**src/core/bmc_pkg.sv**
```systemverilog
// Purpose: shared constants and types for the buck mode/enable/fault controller
// Assumes: 20 MHz system clock, 3 MHz switching rate made by a fractional divider
// Notes:   register offsets, field positions, reset values and timing counts
`default_nettype none
package bmc_pkg;
   // Clock and switching rate
   localparam int unsigned CLK_HZ      = 20_000_000;
   localparam int unsigned SW_HZ       = 3_000_000;
   localparam logic [4:0]  SW_ACC_STEP = 5'(SW_HZ / 1_000_000);
   localparam logic [4:0]  SW_ACC_WRAP = 5'(CLK_HZ / 1_000_000);
   // Protection and ramp times, figures as printed
   localparam int unsigned HICCUP_MS    = 4;
   localparam int unsigned RETRY_MS     = 1;
   localparam int unsigned RAMP_STEP_US = 10;
   localparam int unsigned RAMP_STEP_MV = 3;
   localparam int unsigned HICCUP_CYC   = CLK_HZ / 1000 * HICCUP_MS;
   localparam int unsigned RETRY_CYC    = CLK_HZ / 1000 * RETRY_MS;
   localparam logic [7:0]  RAMP_CYC     = 8'(CLK_HZ / 1_000_000 * RAMP_STEP_US);
   // Two-wire slave address, arbitrary
   localparam logic [6:0]  DEV_ADDR     = 7'h3a;
   // Register offsets
   localparam logic [7:0] REG_POWER_GOOD  = 8'h01;
   localparam logic [7:0] REG_PRESET_ONE  = 8'h10;
   localparam logic [7:0] REG_PRESET_ZERO = 8'h11;
   localparam logic [7:0] REG_DISCHARGE   = 8'h12;
   localparam logic [7:0] REG_FORCED_MODE = 8'h14;
   localparam logic [7:0] REG_CUR_LIMIT   = 8'h16;
   localparam logic [7:0] REG_FAULT_REC   = 8'h18;
   localparam logic [7:0] REG_BANK_ONE    = 8'h1c;
   localparam logic [7:0] REG_BANK_ZERO   = 8'h1d;
   // Field positions
   localparam int unsigned PRESET_EN_BIT = 7;
   localparam int unsigned FORCED0_BIT   = 0;
   localparam int unsigned FORCED1_BIT   = 1;
   localparam int unsigned DISCH_BIT     = 0;
   localparam int unsigned FLT_LOCK_BIT  = 0;
   localparam int unsigned FLT_SHORT_BIT = 1;
   localparam int unsigned FLT_OVERC_BIT = 2;
   // Reset values
   localparam logic [7:0] PRESET_ONE_RST  = 8'ha8;
   localparam logic [7:0] PRESET_ZERO_RST = 8'ha4;
   localparam logic [7:0] DISCH_RST       = 8'h01;
   localparam logic [7:0] FORCED_RST      = 8'h00;
   localparam logic [1:0] CUR_LIMIT_RST   = 2'h3;
   localparam logic [1:0] BANK_ONE_RST    = 2'h1;
   localparam logic [1:0] BANK_ZERO_RST   = 2'h1;
   // State encodings, one-hot
   typedef enum logic [4:0] {
      IS_IDLE = 5'h01, IS_ADDR = 5'h02, IS_REG = 5'h04, IS_WR = 5'h08, IS_RD = 5'h10
   } bmc_i2c_t;
   typedef enum logic [3:0] {
      CV_OFF = 4'h1, CV_SOFT = 4'h2, CV_RUN = 4'h4, CV_HICCUP = 4'h8
   } bmc_conv_t;
   typedef enum logic [4:0] {
      SW_OFF = 5'h01, SW_HS = 5'h02, SW_LS = 5'h04, SW_SKIP = 5'h08, SW_MINPK = 5'h10
   } bmc_sw_t;
endpackage : bmc_pkg
`default_nettype wire

```
**src/core/bmc_core.sv**
```systemverilog
// Purpose: mode, enable, reference ramp and fault control of a step-down converter
// Assumes: all inputs synchronous to i_clock; comparators deliver clean levels
// Notes:   registers reached over a two-wire serial slave on i_scl / SDA
`default_nettype none
module bmc_core
   import bmc_pkg::*;
#(
   parameter int unsigned P_HICCUP_CYC = HICCUP_CYC,
   parameter int unsigned P_RETRY_CYC  = RETRY_CYC
) (
   // Clock and reset
   input  wire logic       i_clock,
   input  wire logic       i_nrst,
   // Serial register port
   input  wire logic       i_scl,
   input  wire logic       i_sda,
   output logic            o_sda_out,
   output logic            o_sda_oe,
   // Control pins
   input  wire logic       i_enable_pin,
   input  wire logic       i_preset_select_pin,
   // Comparator levels
   input  wire logic       i_supply_above_rise,
   input  wire logic       i_supply_below_fall,
   input  wire logic       i_temp_above_rise,
   input  wire logic       i_temp_below_fall,
   input  wire logic       i_power_good_above,
   input  wire logic       i_out_below_half,
   input  wire logic       i_out_below_target,
   input  wire logic       i_softstart_done,
   input  wire logic       i_duty_end,
   input  wire logic       i_min_peak,
   input  wire logic       i_zero_current,
   input  wire logic       i_overcurrent,
   // Power stage and loop controls
   output logic            o_high_side_on,
   output logic            o_low_side_on,
   output logic            o_discharge_on,
   output logic            o_soft_start,
   output logic            o_regulating,
   output logic [6:0]      o_ref_code,
   output logic [1:0]      o_ref_bank,
   output logic [1:0]      o_current_limit_field
);

   bmc_i2c_t    i2c_state;
   bmc_conv_t   conv_state;
   bmc_sw_t     sw_state;
   logic        scl_q;
   logic        sda_q;
   logic        i2c_start;
   logic        i2c_stop;
   logic        scl_rise;
   logic        scl_fall;
   logic [3:0]  bit_cnt;
   logic [7:0]  shreg;
   logic [7:0]  ptr;
   logic        rw_bit;
   logic        host_nack;
   logic        sda_drive;
   logic        wr_stb;
   logic [7:0]  rd_data;
   logic [7:0]  preset_one;
   logic [7:0]  preset_zero;
   logic [7:0]  discharge_ctl;
   logic [7:0]  forced_sel;
   logic [1:0]  cur_limit;
   logic [1:0]  bank_one;
   logic [1:0]  bank_zero;
   logic [2:0]  fault_rec;
   logic        power_good_flag;
   logic        supply_ok;
   logic        temp_latched;
   logic        sel_enable;
   logic [6:0]  sel_code;
   logic        sel_forced;
   logic [1:0]  sel_bank;
   logic        run_req;
   logic        active;
   logic [16:0] timer;
   logic [4:0]  sw_acc;
   logic        sw_tick;
   logic [7:0]  ramp_cnt;

   // Bus edge and condition detection
   always_ff @(posedge i_clock or negedge i_nrst) begin
      if (!i_nrst) begin
         scl_q <= 1'b1;
         sda_q <= 1'b1;
      end else begin
         scl_q <= i_scl;
         sda_q <= i_sda;
      end
   end
   assign scl_rise  = i_scl & ~scl_q;
   assign scl_fall  = ~i_scl & scl_q;
   assign i2c_start = i_scl & scl_q & sda_q & ~i_sda;
   assign i2c_stop  = i_scl & scl_q & ~sda_q & i_sda;
   assign wr_stb    = scl_fall && (bit_cnt == 4'h7) && (i2c_state == IS_WR);

   // Read data mux; unmapped offsets read zero
   always_comb begin
      case (ptr)
         REG_POWER_GOOD:  rd_data = {7'h00, power_good_flag};
         REG_PRESET_ONE:  rd_data = preset_one;
         REG_PRESET_ZERO: rd_data = preset_zero;
         REG_DISCHARGE:   rd_data = discharge_ctl;
         REG_FORCED_MODE: rd_data = forced_sel;
         REG_CUR_LIMIT:   rd_data = {6'h00, cur_limit};
         REG_FAULT_REC:   rd_data = {5'h00, fault_rec};
         REG_BANK_ONE:    rd_data = {6'h00, bank_one};
         REG_BANK_ZERO:   rd_data = {6'h00, bank_zero};
         default:         rd_data = 8'h00;
      endcase
   end

   // Serial slave: address, register pointer, auto-increment data bytes
   always_ff @(posedge i_clock or negedge i_nrst) begin
      if (!i_nrst) begin
         i2c_state <= IS_IDLE;
         bit_cnt   <= 4'h0;
         shreg     <= 8'h00;
         ptr       <= 8'h00;
         rw_bit    <= 1'b0;
         host_nack <= 1'b0;
         sda_drive <= 1'b0;
      end else if (i2c_start) begin
         i2c_state <= IS_ADDR;
         bit_cnt   <= 4'hf;  // Wraps on first fall
         sda_drive <= 1'b0;
      end else if (i2c_stop) begin
         i2c_state <= IS_IDLE;
         sda_drive <= 1'b0;
      end else if (scl_rise && i2c_state != IS_IDLE) begin
         if (bit_cnt == 4'h8) begin
            host_nack <= i_sda;
         end else if (i2c_state != IS_RD) begin
            shreg <= {shreg[6:0], i_sda};
         end
      end else if (scl_fall && i2c_state != IS_IDLE) begin
         if (bit_cnt == 4'h7) begin
            // Byte complete: acknowledge or release for host acknowledge
            bit_cnt   <= 4'h8;
            sda_drive <= 1'b0;
            case (i2c_state)
               IS_ADDR: begin
                  if (shreg[7:1] == DEV_ADDR) begin
                     sda_drive <= 1'b1;
                     rw_bit    <= shreg[0];
                  end else begin
                     i2c_state <= IS_IDLE;
                  end
               end
               IS_REG: begin
                  ptr       <= shreg;
                  sda_drive <= 1'b1;
               end
               IS_WR: begin
                  ptr       <= ptr + 8'h01;
                  sda_drive <= 1'b1;
               end
               default: sda_drive <= 1'b0;
            endcase
         end else if (bit_cnt == 4'h8) begin
            bit_cnt   <= 4'h0;
            sda_drive <= 1'b0;
            case (i2c_state)
               IS_ADDR: begin
                  if (rw_bit) begin
                     i2c_state <= IS_RD;
                     shreg     <= rd_data;
                     sda_drive <= ~rd_data[7];
                     ptr       <= ptr + 8'h01;
                  end else begin
                     i2c_state <= IS_REG;
                  end
               end
               IS_REG:  i2c_state <= IS_WR;
               IS_WR:   i2c_state <= IS_WR;
               IS_RD: begin
                  if (host_nack) begin
                     i2c_state <= IS_IDLE;
                  end else begin
                     shreg     <= rd_data;
                     sda_drive <= ~rd_data[7];
                     ptr       <= ptr + 8'h01;
                  end
               end
               default: i2c_state <= IS_IDLE;
            endcase
         end else begin
            bit_cnt <= bit_cnt + 4'h1;
            if (i2c_state == IS_RD) begin
               shreg     <= {shreg[6:0], 1'b0};
               sda_drive <= ~shreg[6];
            end else begin
               sda_drive <= 1'b0;
            end
         end
      end
   end
   assign o_sda_out = 1'b0;  // Open drain: only ever pulls low
   assign o_sda_oe  = sda_drive;

   // Writable registers; retained while the converter is off
   always_ff @(posedge i_clock or negedge i_nrst) begin
      if (!i_nrst) begin
         preset_one    <= PRESET_ONE_RST;
         preset_zero   <= PRESET_ZERO_RST;
         discharge_ctl <= DISCH_RST;
         forced_sel    <= FORCED_RST;
         cur_limit     <= CUR_LIMIT_RST;
         bank_one      <= BANK_ONE_RST;
         bank_zero     <= BANK_ZERO_RST;
      end else if (wr_stb) begin
         case (ptr)
            REG_PRESET_ONE:  preset_one    <= shreg;
            REG_PRESET_ZERO: preset_zero   <= shreg;
            REG_DISCHARGE:   discharge_ctl <= shreg;
            REG_FORCED_MODE: forced_sel    <= shreg;
            REG_CUR_LIMIT:   cur_limit     <= shreg[1:0];
            REG_BANK_ONE:    bank_one      <= shreg[1:0];
            REG_BANK_ZERO:   bank_zero     <= shreg[1:0];
            default:         cur_limit     <= cur_limit;
         endcase
      end
   end
   assign o_current_limit_field = cur_limit;

   // Sticky fault records: write one to clear, a new event wins over the clear
   always_ff @(posedge i_clock or negedge i_nrst) begin
      if (!i_nrst) begin
         fault_rec <= 3'h0;
      end else begin
         if (wr_stb && ptr == REG_FAULT_REC) begin
            fault_rec <= fault_rec & ~shreg[2:0];
         end
         if (supply_ok && i_supply_below_fall) begin
            fault_rec[FLT_LOCK_BIT] <= 1'b1;
         end
         if ((conv_state == CV_RUN && i_out_below_half) ||
             (conv_state == CV_SOFT && timer >= 17'(P_RETRY_CYC - 1))) begin
            fault_rec[FLT_SHORT_BIT] <= 1'b1;
         end
         if (active && i_overcurrent) begin
            fault_rec[FLT_OVERC_BIT] <= 1'b1;
         end
      end
   end

   // Status sampling: power good, supply lockout, thermal latch
   always_ff @(posedge i_clock or negedge i_nrst) begin
      if (!i_nrst) begin
         power_good_flag <= 1'b0;
         supply_ok       <= 1'b0;
         temp_latched    <= 1'b0;
      end else begin
         power_good_flag <= i_power_good_above;
         if (i_supply_above_rise) begin
            supply_ok <= 1'b1;
         end else if (i_supply_below_fall) begin
            supply_ok <= 1'b0;
         end
         // Set has priority so a hot die never slips through
         if (i_temp_above_rise) begin
            temp_latched <= 1'b1;
         end else if (i_temp_below_fall) begin
            temp_latched <= 1'b0;
         end
      end
   end

   // Preset set chosen as one group by the select pin
   assign sel_enable = i_preset_select_pin ? preset_one[PRESET_EN_BIT]
                                           : preset_zero[PRESET_EN_BIT];
   assign sel_code   = i_preset_select_pin ? preset_one[6:0] : preset_zero[6:0];
   assign sel_forced = i_preset_select_pin ? forced_sel[FORCED1_BIT]
                                           : forced_sel[FORCED0_BIT];
   assign sel_bank   = i_preset_select_pin ? bank_one : bank_zero;
   // Any loss of a run condition drops to off, which also ends a hiccup wait; the short record stays set
   assign run_req = i_enable_pin & sel_enable & supply_ok & ~temp_latched;

   // Converter sequence with soft-start window and hiccup wait
   always_ff @(posedge i_clock or negedge i_nrst) begin
      if (!i_nrst) begin
         conv_state <= CV_OFF;
         timer      <= 17'h00000;
      end else if (!run_req) begin
         conv_state <= CV_OFF;
         timer      <= 17'h00000;
      end else begin
         timer <= timer + 17'h00001;
         case (conv_state)
            CV_OFF: begin
               conv_state <= CV_SOFT;
               timer      <= 17'h00000;
            end
            CV_SOFT: begin
               if (i_softstart_done) begin
                  conv_state <= CV_RUN;
                  timer      <= 17'h00000;
               end else if (timer >= 17'(P_RETRY_CYC - 1)) begin
                  conv_state <= CV_HICCUP;
                  timer      <= 17'h00000;
               end
            end
            CV_RUN: begin
               timer <= 17'h00000;
               if (i_out_below_half) begin
                  conv_state <= CV_HICCUP;
               end
            end
            CV_HICCUP: begin
               // Held off; only a restart attempt after the wait
               if (timer >= 17'(P_HICCUP_CYC - 1)) begin
                  conv_state <= CV_SOFT;
                  timer      <= 17'h00000;
               end
            end
            default: begin
               conv_state <= CV_OFF;
               timer      <= 17'h00000;
            end
         endcase
      end
   end
   assign active         = (conv_state == CV_SOFT) || (conv_state == CV_RUN);
   assign o_regulating   = active;
   assign o_soft_start   = (conv_state == CV_SOFT);
   assign o_discharge_on = (conv_state != CV_SOFT) && (conv_state != CV_RUN) &&
                           discharge_ctl[DISCH_BIT];

   // Fractional divider: exact 3 MHz average tick from 20 MHz
   always_ff @(posedge i_clock or negedge i_nrst) begin
      if (!i_nrst) begin
         sw_acc  <= 5'h00;
         sw_tick <= 1'b0;
      end else if (sw_acc + SW_ACC_STEP >= SW_ACC_WRAP) begin
         sw_acc  <= sw_acc + SW_ACC_STEP - SW_ACC_WRAP;
         sw_tick <= 1'b1;
      end else begin
         sw_acc  <= sw_acc + SW_ACC_STEP;
         sw_tick <= 1'b0;
      end
   end

   // Switching cycle: width, skip and minimum-peak wake
   always_ff @(posedge i_clock or negedge i_nrst) begin
      if (!i_nrst) begin
         sw_state <= SW_OFF;
      end else if (!active) begin
         sw_state <= SW_OFF;
      end else begin
         case (sw_state)
            SW_OFF: begin
               if (sw_tick && !i_overcurrent) begin
                  sw_state <= SW_HS;
               end
            end
            SW_HS: begin
               if (i_overcurrent || i_duty_end) begin
                  sw_state <= SW_LS;
               end
            end
            SW_LS: begin
               if (!sel_forced && i_zero_current) begin
                  sw_state <= SW_SKIP;
               end else if (sw_tick && !i_overcurrent) begin
                  sw_state <= SW_HS;
               end
            end
            SW_SKIP: begin
               // Forced mode chosen mid-skip resumes fixed-rate switching
               if (sw_tick && !i_overcurrent && sel_forced) begin
                  sw_state <= SW_HS;
               end else if (sw_tick && !i_overcurrent && i_out_below_target) begin
                  sw_state <= SW_MINPK;
               end
            end
            SW_MINPK: begin
               if (i_min_peak || i_overcurrent) begin
                  sw_state <= SW_LS;
               end
            end
            default: sw_state <= SW_OFF;
         endcase
      end
   end
   assign o_high_side_on = (sw_state == SW_HS) || (sw_state == SW_MINPK);
   assign o_low_side_on  = (sw_state == SW_LS);

   // Reference ramp; bank change or idle converter loads the target directly
   always_ff @(posedge i_clock or negedge i_nrst) begin
      if (!i_nrst) begin
         o_ref_code <= PRESET_ZERO_RST[6:0];
         o_ref_bank <= BANK_ZERO_RST;
         ramp_cnt   <= 8'h00;
      end else if (!active || sel_bank != o_ref_bank) begin
         o_ref_code <= sel_code;
         o_ref_bank <= sel_bank;
         ramp_cnt   <= 8'h00;
      end else if (o_ref_code == sel_code) begin
         ramp_cnt <= 8'h00;
      end else if (ramp_cnt >= RAMP_CYC - 8'h01) begin
         ramp_cnt <= 8'h00;
         // One code per step interval approximates the slew rate
         if (o_ref_code < sel_code) begin
            o_ref_code <= o_ref_code + 7'h01;
         end else begin
            o_ref_code <= o_ref_code - 7'h01;
         end
      end else begin
         ramp_cnt <= ramp_cnt + 8'h01;
      end
   end

endmodule : bmc_core
`default_nettype wire

```
**config.mk**
```make
export PLATFORM = sky130hd
export DESIGN_NAME = bmc_core
export DESIGN_NICKNAME = d
export VERILOG_FILES = /design/src/core/bmc_pkg.sv /design/src/core/bmc_core.sv
export SDC_FILE = /design/constraint.sdc
export NUM_CORES = 1
export LEC_CHECK = 0
export ABC_AREA = 0
export BUFFER_PORTS_ARGS = -buffer_cell sky130_fd_sc_hd__buf_2
export CORE_MARGIN = 2
export CORE_UTILIZATION = 49
export DETAILED_ROUTE_END_ITERATION = 6
export PLACE_DENSITY = 0.65
export SETUP_SLACK_MARGIN = 0.1
export SYNTH_ARGS = -nofsm -noshare
export SYNTH_HDL_FRONTEND = slang
export SYNTH_SLANG_ARGS = --single-unit
```
**constraint.sdc**
```tcl
create_clock -name i_clock -period 3.7 [get_ports i_clock]
set_clock_uncertainty 0.05 [all_clocks]
set_input_delay 1.11 -clock i_clock [delete_from_list [all_inputs] [get_ports i_clock]]
set_output_delay 1.11 -clock i_clock [all_outputs]
set_load 0.01 [all_outputs]
```
==> metrics.txt <==
fin cells=920; switch share=0.262; minimum clock period=3.41 ns; VDD IR-drop max=0.259 mV; Antenna Cells=0; Hold Path Depth=1; Slew @ Worst Pin=1.18 ns; Chip Width=123 um; Root Buffer=clkbuf_16; largest net degree at the start of global routing=58; GR Util All Layers=0.215; Logic pwr share=0.112; Hold EP=ramp_cnt[0]; drt first pass iters=5; outcome=finished, final reports clean; Synth top area share=0.373; core area=13900 um2; Post-route DRC=0; Worst Hold Class=register to register; Placer Congestion=0.858; post-synth net total=730; CP endpoint kind=register; Synth area leaders=dfrtp_1, mux2_2, dfstp_2, ha_1, nor2_1; final setup violating endpoints=0; H-tree depth=4; flop-to-flop setup slack=0.76 ns; syn_area_per_cell=10.2 um2; Leakage Power=0.00361 uW; number of port buffers=34; synth warn=0; FF-to-FF End=o_ref_code[6]; commonest non-fill, non-tap cell in the layout=dfrtp_1; CTS tree=done; Netlist cell types=70; Die H=123 um; hold_buf cts=0; Post-Synthesis Cells=687; sequential share of power=0.424; CP Cell Sequence=buf_2, mux2i_1, ha_1, a21o_1, a21oi_2, nand3_2, fa_2, a211oi_2, o21bai_1, a21oi_1, xnor2_1, a21o_1, a31oi_1; slowest stage cell, crit path=fa_2; initial drt markers=317; Arr. time, crit path=3.69 ns; RSZ-0062 raised after global routing=false; Setup TNS=0 ns; antenna-violating nets left=0; Initial Utilization=0.503; Most common cell on crit path=a21o_1; Psw=974 uW; Worst Reg-to-Reg Cells=12; Crit Path Category=input port to register; GRT overflow=0; max-slew violation count=0; IO Count=36; most frequent cells in the layout=dfrtp_1, nor2_1, mux2_2; initial antenna violation count=0; clock buffer count from CTS=17; clock sinks=123; max_cap viols=0; internal power=2740 uW; Vias/cell=5.85; layout cells sized above 1=0.232; maximum clock insertion buffer count=2; endpoints failing hold=0; row cnt=43; Layout area overhead=15.0%; Wirelength per Cell=16.8 um; post-DP HPWL=11100 um; die area=15200 um2; Yosys reg bits=123; ys flop type=dfrtp_1; CP max FO=6; number of global-route vias before repair=5285; FF-to-FF Start=preset_one[5]; relative slew slack=0.211; crit share post-route=0.921; Worst path max stage delay=0.43 ns; clock-pin slew on the worst setup and hold paths=0.05 ns; Clock power frac=0.464; Worst EP required=3.98 ns; hold path start=ramp_cnt[0]; PwrDens=462 nW/um2; Inst Count DP=888; Worst-Skew Late Latency=0.42 ns; post-synthesis cell area=6980 um2; routed via count=5380; NumNets Final=770; Max Clk Rate=0.293 GHz; Filler cells=1193; routed wire length=15400 um; async set-reset flop share out of synthesis=1.00; Critical Path Source Type=input port; sequential area share after synthesis=0.444; number of synthesized flops with an enable pin=0; first-pass GRT wire length=25600 um; Synth area leader=dfrtp_1
## power groups by stage
stage	logic, uW	registers [uW]	clock network [uW]
global route	473	1590	1820
global placement	404	1590	0
floorplan	342	1510	0
detailed placement	416	1590	0
finish	415	1570	1720
CTS	418	1570	1750
## cell usage after synthesis, types with 4 or more instances
cell,count
a21o_1,7
a21oi_1,27
a222oi_1,5
a22o_1,9
a31oi_1,6
and2_1,6
and3_1,13
clkbuf_1,22
dfrtp_1,104
dfstp_2,19
ha_1,24
inv_1,25
mux2_2,55
mux2i_1,21
nand2_1,51
nand3_1,36
nand3b_1,6
nand4_1,9
nor2_1,61
nor2b_1,7
nor3_1,12
nor4_1,4
nor4b_1,5
o21a_1,4
o21ai_0,34
o21ai_1,4
o22ai_1,5
o31ai_1,6
xnor2_1,14
xor2_1,21
## worst max-delay path, delay by kind of cell
kind	cells	cell delay [ns]
buffers and inverters	1	0.17
and+or+nand+nor	1	0.16
adders and majority gates	2	0.73
xor gates and xnor gates	1	0.11
AOI/OAI and AO/OA	7	1.11
muxes	1	0.29
## layout make-up
class / instances / area (um2) / share of cell area
clock buffer: 25 / 505 / 0.0630
clock inverter: 7 / 110 / 0.0137
inverter: 25 / 93.8 / 0.0117
multi-input combinational: 511 / 3690 / 0.460
sequential: 123 / 3100 / 0.386
tap: 180 / 225 / 0.0281
timing repair buffer: 49 / 298 / 0.0371
## flip-flops by register name, indices dropped and copies added, names as in the netlist, 2 cells and up
name,count
o_current_limit_field,2
conv_state,4
shreg,8
ramp_cnt,8
sw_state,5
bank_zero,2
bit_cnt,4
i2c_state,5
bank_one,2
discharge_ctl,8
o_ref_code,7
ptr,8
fault_rec,3
forced_sel,8
preset_one,8
timer,17
o_ref_bank,2
sw_acc,5
preset_zero,8
## stage by stage
step                      power, uW  hold WS [ns]  worst slack [ns]   util  cell area, um2
after floorplan                1850         0.375             0.108      -            7010
after global placement         1990         0.397           -0.0247  0.534            7410
after detailed placement       2010         0.415            -0.154  0.534            7410
after CTS                      3740         0.420             0.273  0.578            8020
after global routing           3880         0.448             0.143  0.578            8030
final                          3710         0.422             0.291  0.578            8030
## layer usage
layer / GRT usage / part of all wire / vias to the layer above
met5: 0 / 0 / -
met4: 0.0959 / 0.022 / 0
met3: 0.0420 / 0.035 / 31
met2: 0.353 / 0.49 / 115
met1: 0.276 / 0.45 / 2649
li1: - / - / 2585
## cell families after synthesis
kind of cell    synth area share
compound gates             0.133
other cells             0.000537
xor+xnor                  0.0439
mux                        0.129
simple gates               0.174
fa+ha+maj                 0.0459
buf+inv                   0.0305
flops                      0.444
## how the worst max path moves through the flow
stage,from,end,slack [ns],depth (start not counted)
6_report,i_preset_select_pin,o_ref_code[6],0.29,13
5_1_grt,i_preset_select_pin,o_ref_code[6],0.14,13
4_1_cts,i_preset_select_pin,o_ref_code[6],0.27,14
3_5_place_dp,i_preset_select_pin,o_ref_code[6],-0.15,14
3_3_place_gp,i_preset_select_pin,o_ref_code[6],-0.02,14
2_1_floorplan,i_preset_select_pin,o_ref_code[6],0.11,13
## timing repair
item                                    in CTS  in global routing
endpoints found under the setup margin       0                  1
gates resized for setup                      0                  1
setup buffers                                0                  0
Power figures use the tool's default switching activity.
